[src/inc/t4u_consts.vh]
`ifndef T4U_CONSTS_VH
`define T4U_CONSTS_VH

// Register byte offsets
`define T4U_OFS_CTRL 8'h00
`define T4U_OFS_CMP 8'h04
`define T4U_OFS_EICR 8'h08
`define T4U_OFS_STAT 8'h0C
`define T4U_OFS_IRQ_ST 8'h10
`define T4U_OFS_IRQ_MSK 8'h14
`define T4U_OFS_CFG 8'h18

// Control register fields
`define T4U_CTRL_MODE_LO 0
`define T4U_CTRL_MODE_HI 1
`define T4U_CTRL_FFINIT 2
`define T4U_CTRL_GRPB 3
`define T4U_CTRL_RUN 4
`define T4U_CTRL_CK_LO 5
`define T4U_CTRL_CK_HI 6
`define T4U_CTRL_WMASK 8'h7F
`define T4U_CTRL_RST 8'h00

// Other fields
`define T4U_EICR_EDGE 4
`define T4U_CFG_DVSEL 0
`define T4U_STAT_FF 8
`define T4U_IRQ_MATCH 0

// Operating modes
`define T4U_MODE_TIMER 2'h0
`define T4U_MODE_EVENT 2'h1
`define T4U_MODE_PDO 2'h2
`define T4U_MODE_PWM 2'h3

// Prescaler taps (powers of two of the high-frequency clock) and last low-frequency prescaler count
`define T4U_DIV_A0 4'hB
`define T4U_DIV_A1 4'h7
`define T4U_DIV_A2 4'h3
`define T4U_DIV_B0 4'h5
`define T4U_DIV_B1 4'h2
`define T4U_DIV_B2 4'h1
`define T4U_LF_LAST 3'h7

// AXI responses
`define T4U_RESP_OKAY 2'h0
`define T4U_RESP_SLVERR 2'h2

`endif

[src/rtl/t4u_timer.v]
`timescale 1ns/1ns
`include "t4u_consts.vh"

// Overview of operation
// - Interval mode counts internal ticks; match raises interrupt and restarts at zero.
// - Event mode counts external pin edges; edge chosen by bit 4 of irq control.
// - Event mode match raises interrupt and clears the counter like interval mode.
// - Divider mode toggles flip-flop and clears counter on every match.
// - Divider mode drives inverted flip-flop state onto the shared output pin.
// - Divider mode raises the interrupt on every output toggle.
// - Flip-flop is loadable from the control register; reset forces it low.
// - PWM mode is 8-bit; match toggles flip-flop, counter keeps running.
// - PWM overflow toggles again, clears counter, raises interrupt; match does not.
// - PWM mode drives inverted flip-flop state onto the same shared pin.
// - PWM compare is double buffered; new value applies after current cycle.
// - Setting the run bit copies the loaded compare value to the active stage.
// - Reset leaves the compare register contents unchanged.
// - Group A gives fc/2^11, 2^7, 2^3 outside slow modes; first becomes fs/2^3 when selected or slow.
// - Group B gives fc/32, /4, /2, /1, only outside slow modes.
module t4u_timer #(
  parameter ADDR_W = 8
) (
  // Clock and reset
  input wire aclk,
  input wire aresetn,
  // AXI4-Lite write address
  input wire s_axi_awvalid,
  output wire s_axi_awready,
  input wire [ADDR_W-1:0] s_axi_awaddr,
  input wire [2:0] s_axi_awprot,
  // AXI4-Lite write data
  input wire s_axi_wvalid,
  output wire s_axi_wready,
  input wire [31:0] s_axi_wdata,
  input wire [3:0] s_axi_wstrb,
  // AXI4-Lite write response
  output wire s_axi_bvalid,
  input wire s_axi_bready,
  output wire [1:0] s_axi_bresp,
  // AXI4-Lite read address
  input wire s_axi_arvalid,
  output wire s_axi_arready,
  input wire [ADDR_W-1:0] s_axi_araddr,
  input wire [2:0] s_axi_arprot,
  // AXI4-Lite read data
  output wire s_axi_rvalid,
  input wire s_axi_rready,
  output wire [31:0] s_axi_rdata,
  output wire [1:0] s_axi_rresp,
  // System clocking state
  input wire lf_tick,
  input wire slow_mode,
  // Far side pins
  input wire event_in,
  output wire shared_timer_out_o,
  output wire shared_timer_out_oe,
  // Interrupt
  output wire irq
);

  // True when the low n bits of the prescaler are all ones
  function pre_tick;
    input [10:0] c;
    input [3:0] n;
    reg [10:0] m;
    begin
      m = (11'h001 << n) - 11'h001;
      pre_tick = ((c & m) == m);
    end
  endfunction

  // Aligned, mapped register address check
  function addr_ok;
    input [ADDR_W-1:0] a;
    begin
      addr_ok = (a[1:0] == 2'h0) && (a <= `T4U_OFS_CFG);
    end
  endfunction

  // Bus state
  reg aw_hold_q;
  reg [ADDR_W-1:0] awaddr_q;
  reg w_hold_q;
  reg [31:0] wdata_q;
  reg [3:0] wstrb_q;
  reg bvalid_q;
  reg [1:0] bresp_q;
  reg rvalid_q;
  reg [31:0] rdata_q;
  reg [1:0] rresp_q;

  // Software registers
  reg [7:0] ctrl_q;
  reg [7:0] cmp_q;
  reg eicr_edge_q;
  reg dv_sel_q;
  reg irq_st_q;
  reg irq_msk_q;

  // Timer core
  reg [10:0] pre_q;
  reg [2:0] lf_q;
  reg ev_prev_q;
  reg [7:0] cnt_q;
  reg [7:0] cmp_act_q;
  reg ff_q;
  reg pin_q;

  wire [1:0] mode = ctrl_q[`T4U_CTRL_MODE_HI:`T4U_CTRL_MODE_LO];
  wire run = ctrl_q[`T4U_CTRL_RUN];
  wire [1:0] ck_sel = ctrl_q[`T4U_CTRL_CK_HI:`T4U_CTRL_CK_LO];
  wire out_mode = (mode == `T4U_MODE_PDO) || (mode == `T4U_MODE_PWM);

  // Handshakes; one write and one read in flight at most
  assign s_axi_awready = !aw_hold_q && !bvalid_q;
  assign s_axi_wready = !w_hold_q && !bvalid_q;
  assign s_axi_arready = !rvalid_q;
  assign s_axi_bvalid = bvalid_q;
  assign s_axi_bresp = bresp_q;
  assign s_axi_rvalid = rvalid_q;
  assign s_axi_rdata = rdata_q;
  assign s_axi_rresp = rresp_q;

  wire wr_fire = aw_hold_q && w_hold_q && !bvalid_q;
  wire wr_ok = wr_fire && addr_ok(awaddr_q) && wstrb_q[0];
  wire wr_ctrl = wr_ok && (awaddr_q == `T4U_OFS_CTRL);
  wire wr_cmp = wr_ok && (awaddr_q == `T4U_OFS_CMP);
  wire wr_eicr = wr_ok && (awaddr_q == `T4U_OFS_EICR);
  wire wr_ist = wr_ok && (awaddr_q == `T4U_OFS_IRQ_ST);
  wire wr_msk = wr_ok && (awaddr_q == `T4U_OFS_IRQ_MSK);
  wire wr_cfg = wr_ok && (awaddr_q == `T4U_OFS_CFG);
  wire [7:0] ctrl_new = wdata_q[7:0] & `T4U_CTRL_WMASK;
  wire run_new = ctrl_new[`T4U_CTRL_RUN];

  // Write channel: address and data may arrive in either order
  always @(posedge aclk)
  begin
    if (!aresetn)
    begin
      aw_hold_q <= 1'b0;
      awaddr_q <= {ADDR_W{1'b0}};
      w_hold_q <= 1'b0;
      wdata_q <= 32'h00000000;
      wstrb_q <= 4'h0;
      bvalid_q <= 1'b0;
      bresp_q <= `T4U_RESP_OKAY;
    end
    else
    begin
      if (s_axi_awvalid && s_axi_awready)
      begin
        aw_hold_q <= 1'b1;
        awaddr_q <= s_axi_awaddr;
      end
      if (s_axi_wvalid && s_axi_wready)
      begin
        w_hold_q <= 1'b1;
        wdata_q <= s_axi_wdata;
        wstrb_q <= s_axi_wstrb;
      end
      if (wr_fire)
      begin
        aw_hold_q <= 1'b0;
        w_hold_q <= 1'b0;
        bvalid_q <= 1'b1;
        bresp_q <= addr_ok(awaddr_q) ? `T4U_RESP_OKAY : `T4U_RESP_SLVERR;
      end
      else if (bvalid_q && s_axi_bready)
        bvalid_q <= 1'b0;
    end
  end

  // Read channel; unmapped addresses answer SLVERR with zero data
  always @(posedge aclk)
  begin
    if (!aresetn)
    begin
      rvalid_q <= 1'b0;
      rdata_q <= 32'h00000000;
      rresp_q <= `T4U_RESP_OKAY;
    end
    else if (s_axi_arvalid && s_axi_arready)
    begin
      rvalid_q <= 1'b1;
      rresp_q <= addr_ok(s_axi_araddr) ? `T4U_RESP_OKAY
                                       : `T4U_RESP_SLVERR;
      case (s_axi_araddr)
        `T4U_OFS_CTRL: rdata_q <= {24'h000000, ctrl_q};
        `T4U_OFS_CMP: rdata_q <= {24'h000000, cmp_q};
        `T4U_OFS_EICR:
          rdata_q <= {27'h0000000, eicr_edge_q, 4'h0};
        `T4U_OFS_STAT: rdata_q <= {23'h000000, ff_q, cnt_q};
        `T4U_OFS_IRQ_ST: rdata_q <= {31'h00000000, irq_st_q};
        `T4U_OFS_IRQ_MSK: rdata_q <= {31'h00000000, irq_msk_q};
        `T4U_OFS_CFG: rdata_q <= {31'h00000000, dv_sel_q};
        default: rdata_q <= 32'h00000000;
      endcase
    end
    else if (rvalid_q && s_axi_rready)
      rvalid_q <= 1'b0;
  end

  // Plain configuration registers
  always @(posedge aclk)
  begin
    if (!aresetn)
    begin
      ctrl_q <= `T4U_CTRL_RST;
      eicr_edge_q <= 1'b0;
      dv_sel_q <= 1'b0;
      irq_msk_q <= 1'b0;
    end
    else
    begin
      if (wr_ctrl)
        ctrl_q <= ctrl_new;
      if (wr_eicr)
        eicr_edge_q <= wdata_q[`T4U_EICR_EDGE];
      if (wr_cfg)
        dv_sel_q <= wdata_q[`T4U_CFG_DVSEL];
      if (wr_msk)
        irq_msk_q <= wdata_q[`T4U_IRQ_MATCH];
    end
  end

  // Compare value has no reset so software setup survives it
  always @(posedge aclk)
  begin
    if (wr_cmp)
      cmp_q <= wdata_q[7:0];
  end

  // Free running prescalers for both system clocks
  always @(posedge aclk)
  begin
    if (!aresetn)
    begin
      pre_q <= 11'h000;
      lf_q <= 3'h0;
    end
    else
    begin
      pre_q <= pre_q + 11'h001;
      if (lf_tick)
        lf_q <= lf_q + 3'h1;
    end
  end

  wire lf_div8 = lf_tick && (lf_q == `T4U_LF_LAST);
  reg src_tick;

  // Source clock choice; fc taps vanish in slow modes
  always @*
  begin
    src_tick = 1'b0;
    if (!ctrl_q[`T4U_CTRL_GRPB])
    begin
      case (ck_sel)
        2'h0: src_tick = (dv_sel_q || slow_mode) ? lf_div8
                         : pre_tick(pre_q, `T4U_DIV_A0);
        2'h1: src_tick = !slow_mode && pre_tick(pre_q, `T4U_DIV_A1);
        2'h2: src_tick = !slow_mode && pre_tick(pre_q, `T4U_DIV_A2);
        default: src_tick = 1'b0;
      endcase
    end
    else if (!slow_mode)
    begin
      case (ck_sel)
        2'h0: src_tick = pre_tick(pre_q, `T4U_DIV_B0);
        2'h1: src_tick = pre_tick(pre_q, `T4U_DIV_B1);
        2'h2: src_tick = pre_tick(pre_q, `T4U_DIV_B2);
        default: src_tick = 1'b1;
      endcase
    end
  end

  // Edge detect on the event pin; the source keeps levels long enough
  always @(posedge aclk)
  begin
    if (!aresetn)
      ev_prev_q <= 1'b0;
    else
      ev_prev_q <= event_in;
  end

  wire ev_rise = event_in && !ev_prev_q;
  wire ev_fall = !event_in && ev_prev_q;
  wire ev_edge = eicr_edge_q ? ev_fall : ev_rise;

  // Count enable by mode
  wire tick = run && ((mode == `T4U_MODE_EVENT) ? ev_edge
                                                : src_tick);
  wire [7:0] cnt_inc = cnt_q + 8'h01;
  wire hit = (cnt_inc == cmp_q);
  wire pwm_hit = (cnt_inc == cmp_act_q);
  wire pwm_ovf = (cnt_q == 8'hFF);
  reg [7:0] cnt_d;
  reg ff_d;
  reg [7:0] cmp_act_d;
  reg evt;

  // Counter, toggle flip-flop and event per mode
  always @*
  begin
    cnt_d = cnt_q;
    ff_d = ff_q;
    cmp_act_d = cmp_act_q;
    evt = 1'b0;
    if (tick)
    begin
      case (mode)
        `T4U_MODE_TIMER, `T4U_MODE_EVENT:
        begin
          cnt_d = hit ? 8'h00 : cnt_inc;
          evt = hit;
        end
        `T4U_MODE_PDO:
        begin
          cnt_d = hit ? 8'h00 : cnt_inc;
          ff_d = ff_q ^ hit;
          evt = hit;
        end
        `T4U_MODE_PWM:
        begin
          // Match and overflow at once cancel, giving a flat output
          cnt_d = cnt_inc;
          ff_d = ff_q ^ pwm_hit ^ pwm_ovf;
          evt = pwm_ovf;
          if (pwm_ovf)
            cmp_act_d = cmp_q;
        end
        default:
        begin
          cnt_d = cnt_q;
        end
      endcase
    end
    // Control write: start loads the active stage, stop zeroes and loads
    if (wr_ctrl)
    begin
      if (run_new && !run)
        cmp_act_d = cmp_q;
      if (!run_new)
      begin
        cnt_d = 8'h00;
        ff_d = ctrl_new[`T4U_CTRL_FFINIT];
      end
    end
  end

  // Core state registers
  always @(posedge aclk)
  begin
    if (!aresetn)
    begin
      cnt_q <= 8'h00;
      ff_q <= 1'b0;
      cmp_act_q <= 8'h00;
      pin_q <= 1'b1;
    end
    else
    begin
      cnt_q <= cnt_d;
      ff_q <= ff_d;
      cmp_act_q <= cmp_act_d;
      pin_q <= ~ff_d;
    end
  end

  // Sticky status; a new event beats a same-cycle clear
  always @(posedge aclk)
  begin
    if (!aresetn)
      irq_st_q <= 1'b0;
    else if (evt)
      irq_st_q <= 1'b1;
    else if (wr_ist && wdata_q[`T4U_IRQ_MATCH])
      irq_st_q <= 1'b0;
  end

  assign irq = irq_st_q && irq_msk_q;
  assign shared_timer_out_o = pin_q;
  assign shared_timer_out_oe = out_mode;

  // Protection bits are accepted and ignored; all registers are plain data
  wire unused_ok = ^{s_axi_awprot, s_axi_arprot, wstrb_q[3:1],
                     wdata_q[31:8]};

endmodule // t4u_timer

[config.mk]
export PLATFORM = sky130hd
export DESIGN_NAME = t4u_timer
export DESIGN_NICKNAME = d
export VERILOG_FILES = /design/src/rtl/t4u_timer.v
export VERILOG_INCLUDE_DIRS = /design/src /design/src/inc
export SDC_FILE = /design/constraint.sdc
export NUM_CORES = 1
export LEC_CHECK = 0
export ABC_AREA = 0
export ABC_CLOCK_PERIOD_IN_PS = 4200
export BUFFER_PORTS_ARGS = -buffer_cell sky130_fd_sc_hd__buf_2
export CAP_MARGIN = 5
export CORE_UTILIZATION = 35
export CTS_CLUSTER_SIZE = 25
export DETAILED_ROUTE_END_ITERATION = 10
export PLACE_DENSITY = 0.65
export SETUP_SLACK_MARGIN = 0.05
export SLEW_MARGIN = 10
export SYNTH_ARGS = -nofsm -noshare
export SYNTH_HDL_FRONTEND = slang
export SYNTH_SLANG_ARGS = --single-unit
[constraint.sdc]
create_clock -name aclk -period 4.2 [get_ports aclk]
set_input_delay 0.21 -clock aclk [delete_from_list [all_inputs] [get_ports aclk]]
set_output_delay 0.21 -clock aclk [all_outputs]
set_load 0.005 [all_outputs]
==> run metrics <==
hold-fix buffers at CTS 0; Worst Path Required 4.47 ns; CP Launch Type flop; min Tclk post-route 2.86 ns; total power roughly 1.8 mW; # setup viols final 0; Area Growth Syn to Fin 12.4%; RSZ-0062 raised after global routing no; post-synth top area share 33.3%; core box area around 13000 um2; Slew @ Worst Pin about 1.2 ns; Clock Skew approximately 0.0095 ns; WS Path Type reg2reg; layout filler cell count roughly 1300; vias 3612; post-cts resize count 0; CTS root buffer clkbuf_16; Tcrit/Tclk final 68.0%; postcts setup bufs 0; Worst path max stage delay around 0.52 ns; DIE WIDTH between 100 and 150 um; Die Y-Extent ~120 um; Synth Instances roughly 520; Post-synth EDFFs 8; FF+latch count, synth 84; Primary FF master, synth dfxtp_1; R2R Setup Slk 1.34 ns; routability congestion estimate approximately 0.85; port bufs 53; Leak between 1.5 and 2 nW; number of library cell types mapped by synthesis between 70 and 80; Synth Warn # 0; Slew HR a little under a quarter; DRT Pass-1 Iters 4; Crit-path slowest cell a32o_1; worst path cell trace ha_1 > and3_1 > ha_1 > a21oi_1 > a21oi_1 > a41oi_1 > a311oi_1 > buf_4 > a32o_1 > nand3_1 > o21ai_0; residual DRC count 0; cell area power density approximately 350 nW/um2; initial antenna violation count 0; GRT Total Usage between 10% and 20%; DRT iter0 DRCs 130; clock tree sinks 84; H-tree levels 3; Max-cap violations 0; I/O Pins 112; detailed placement HPWL around 7.4 mm; TritonCTS clock tree done; Max rail drop VDD 0.000280 V; syn avg cell area between 8 and 9 um2; worst-path fanout max 16; Post-synth ARST share 0%; max-slew violations 0; average wire per standard cell about 13 um; vias per cell between 4 and 5; status finished, final reports clean; most common cell in the netlist nand2_1; vias in the first global route roughly 3400; fmax 350 MHz; Clk pin slew, worst setup/hold paths approximately 0.070 ns; arrival time worst endpoint 3.13 ns; ranking of synthesized cells by area dfxtp_1, nand2_1, a21boi_0, edfxtp_1, buf_4; total grt overflow 0; Hold WC Path Type in2reg; largest net degree at the start of global routing 77; TNS Setup 0 ns; layout cells sized above 1 between 10% and 20%; Final Hold Viols 0; Post-Syn Area 4570 um2; Row Count just over 40; CP Capture Type flop; Routed Antenna Nets 0; post-synth top area cell dfxtp_1; Post-synth top cells nand2_1, dfxtp_1, a21boi_0; Ant. Diodes 0; Seq/Total Area, Yosys between 30 and 40%; Die Footprint roughly 14000 um2; Total Nets Final between 600 and 700; TritonCTS buffer count 9; WL final just under 10 mm; first-pass GRT wire length between 15 and 20 mm; clock latency on the worst-skew pair about 0.34 ns; initial core utilization 36.1%; Max clock buf depth 2
[registers in the layout (all words and copies together) (netlist names), 7 cells and up]
register / cells
cmp_q: 8
pre_q: 11
awaddr_q: 8
ctrl_q: 7
wdata_q: 8
s_axi_rdata: 9
cnt_q: 8
cmp_act_q: 8
[metrics by stage]
stage	hold WS [ns]	setup slack (ns)	std cells	cell area, um2	utilization [%]
CTS	0.0928	1.39	736	5130	40.5
detailed placement	0.433	1.42	720	4810	38.0
floorplan	0.332	1.97	545	4660	-
global route	0.116	1.10	736	5130	40.5
finish	0.0986	1.34	736	5130	40.5
global placement	0.425	1.47	720	4810	38.0
[worst max-delay path: cells and delay by family (launching register included)]
family,cells,cell delay (ns)
AO/OA/AOI/OAI,6,1.27
adder cells (fa/ha/maj),2,0.49
flip-flops,1,0.40
AND/OR/NAND/NOR,2,0.38
buffers and inverters,1,0.24
[cells by family after synthesis]
kind of cell | count (synthesis) | synth area share, %
fa+ha+maj | 10 | 2.74
mux | 17 | 4.05
simple gates | 219 | 25.1
buf+inv | 61 | 8.19
flops | 84 | 38.6
other cells | 1 | 0.0821
compound gates | 102 | 15.5
xor+xnor | 27 | 5.78
[placed cells by master (no fill, tap or decap), types with 3 or more instances in the layout]
master | Yosys | layout
nand2_1 | 87 | 87
ha_1 | 10 | 10
a211oi_1 | 3 | 3
nand3b_1 | 3 | 3
o21ai_0 | 28 | 28
clkbuf_16 | 0 | 9
xor2_1 | 9 | 9
nand4_1 | 6 | 6
nor3_1 | 4 | 4
a21oi_1 | 13 | 13
nor2_1 | 20 | 20
or3_1 | 4 | 4
a21boi_0 | 34 | 34
nand3_1 | 29 | 29
and3_1 | 5 | 5
nand2b_1 | 8 | 8
dfxtp_1 | 76 | 76
and2_1 | 18 | 18
edfxtp_1 | 8 | 8
mux2i_1 | 14 | 14
conb_1 | 1 | 25
buf_2 | 2 | 53
a22oi_1 | 3 | 3
nor2b_1 | 12 | 12
xnor2_1 | 16 | 16
inv_1 | 10 | 10
[final cells by class]
type	instances	area [um2]	share of cell area, %
Clock inverter	7	98.8	1.93
Multi-Input combinational cell	400	2520	49.1
Clock buffer	9	225	4.39
Inverter	10	37.5	0.731
Timing Repair Buffer	54	273	5.31
Sequential cell	84	1760	34.3
Tap cell	172	215	4.19
[report_power, final]
group	internal [mW]	switching (mW)	leakage, nW
Combinational	0.0476	0.0720	1.11
Clock	0.524	0.325	0.156
Sequential	0.830	0.0189	0.686
[layer usage]
metal	vias to the layer above	part of all wire (%)	GRT usage [%]
li1	1834	-	-
met1	1661	45	19.2
met2	99	48	25.5
met3	18	4.5	2.59
met4	0	1.7	6.92
met5	-	0	0
[final timing paths]
| check | start | cells past startpoint | endpoint |
|---|---|---|---|
| hold reg to reg | wdata_q[7]$_SDFFE_PN0P_ | 0 | cmp_q[7]$_DFFE_PP_ |
| setup / recovery | pre_q[0]$_SDFF_PN0_ | 11 | cmp_act_q[7]$_SDFF_PN0_ |
| setup reg to reg | pre_q[0]$_SDFF_PN0_ | 11 | cmp_act_q[7]$_SDFF_PN0_ |
| hold / removal | event_in | 2 | ev_prev_q$_SDFF_PN0_ |
Power figures use the tool's default switching activity.
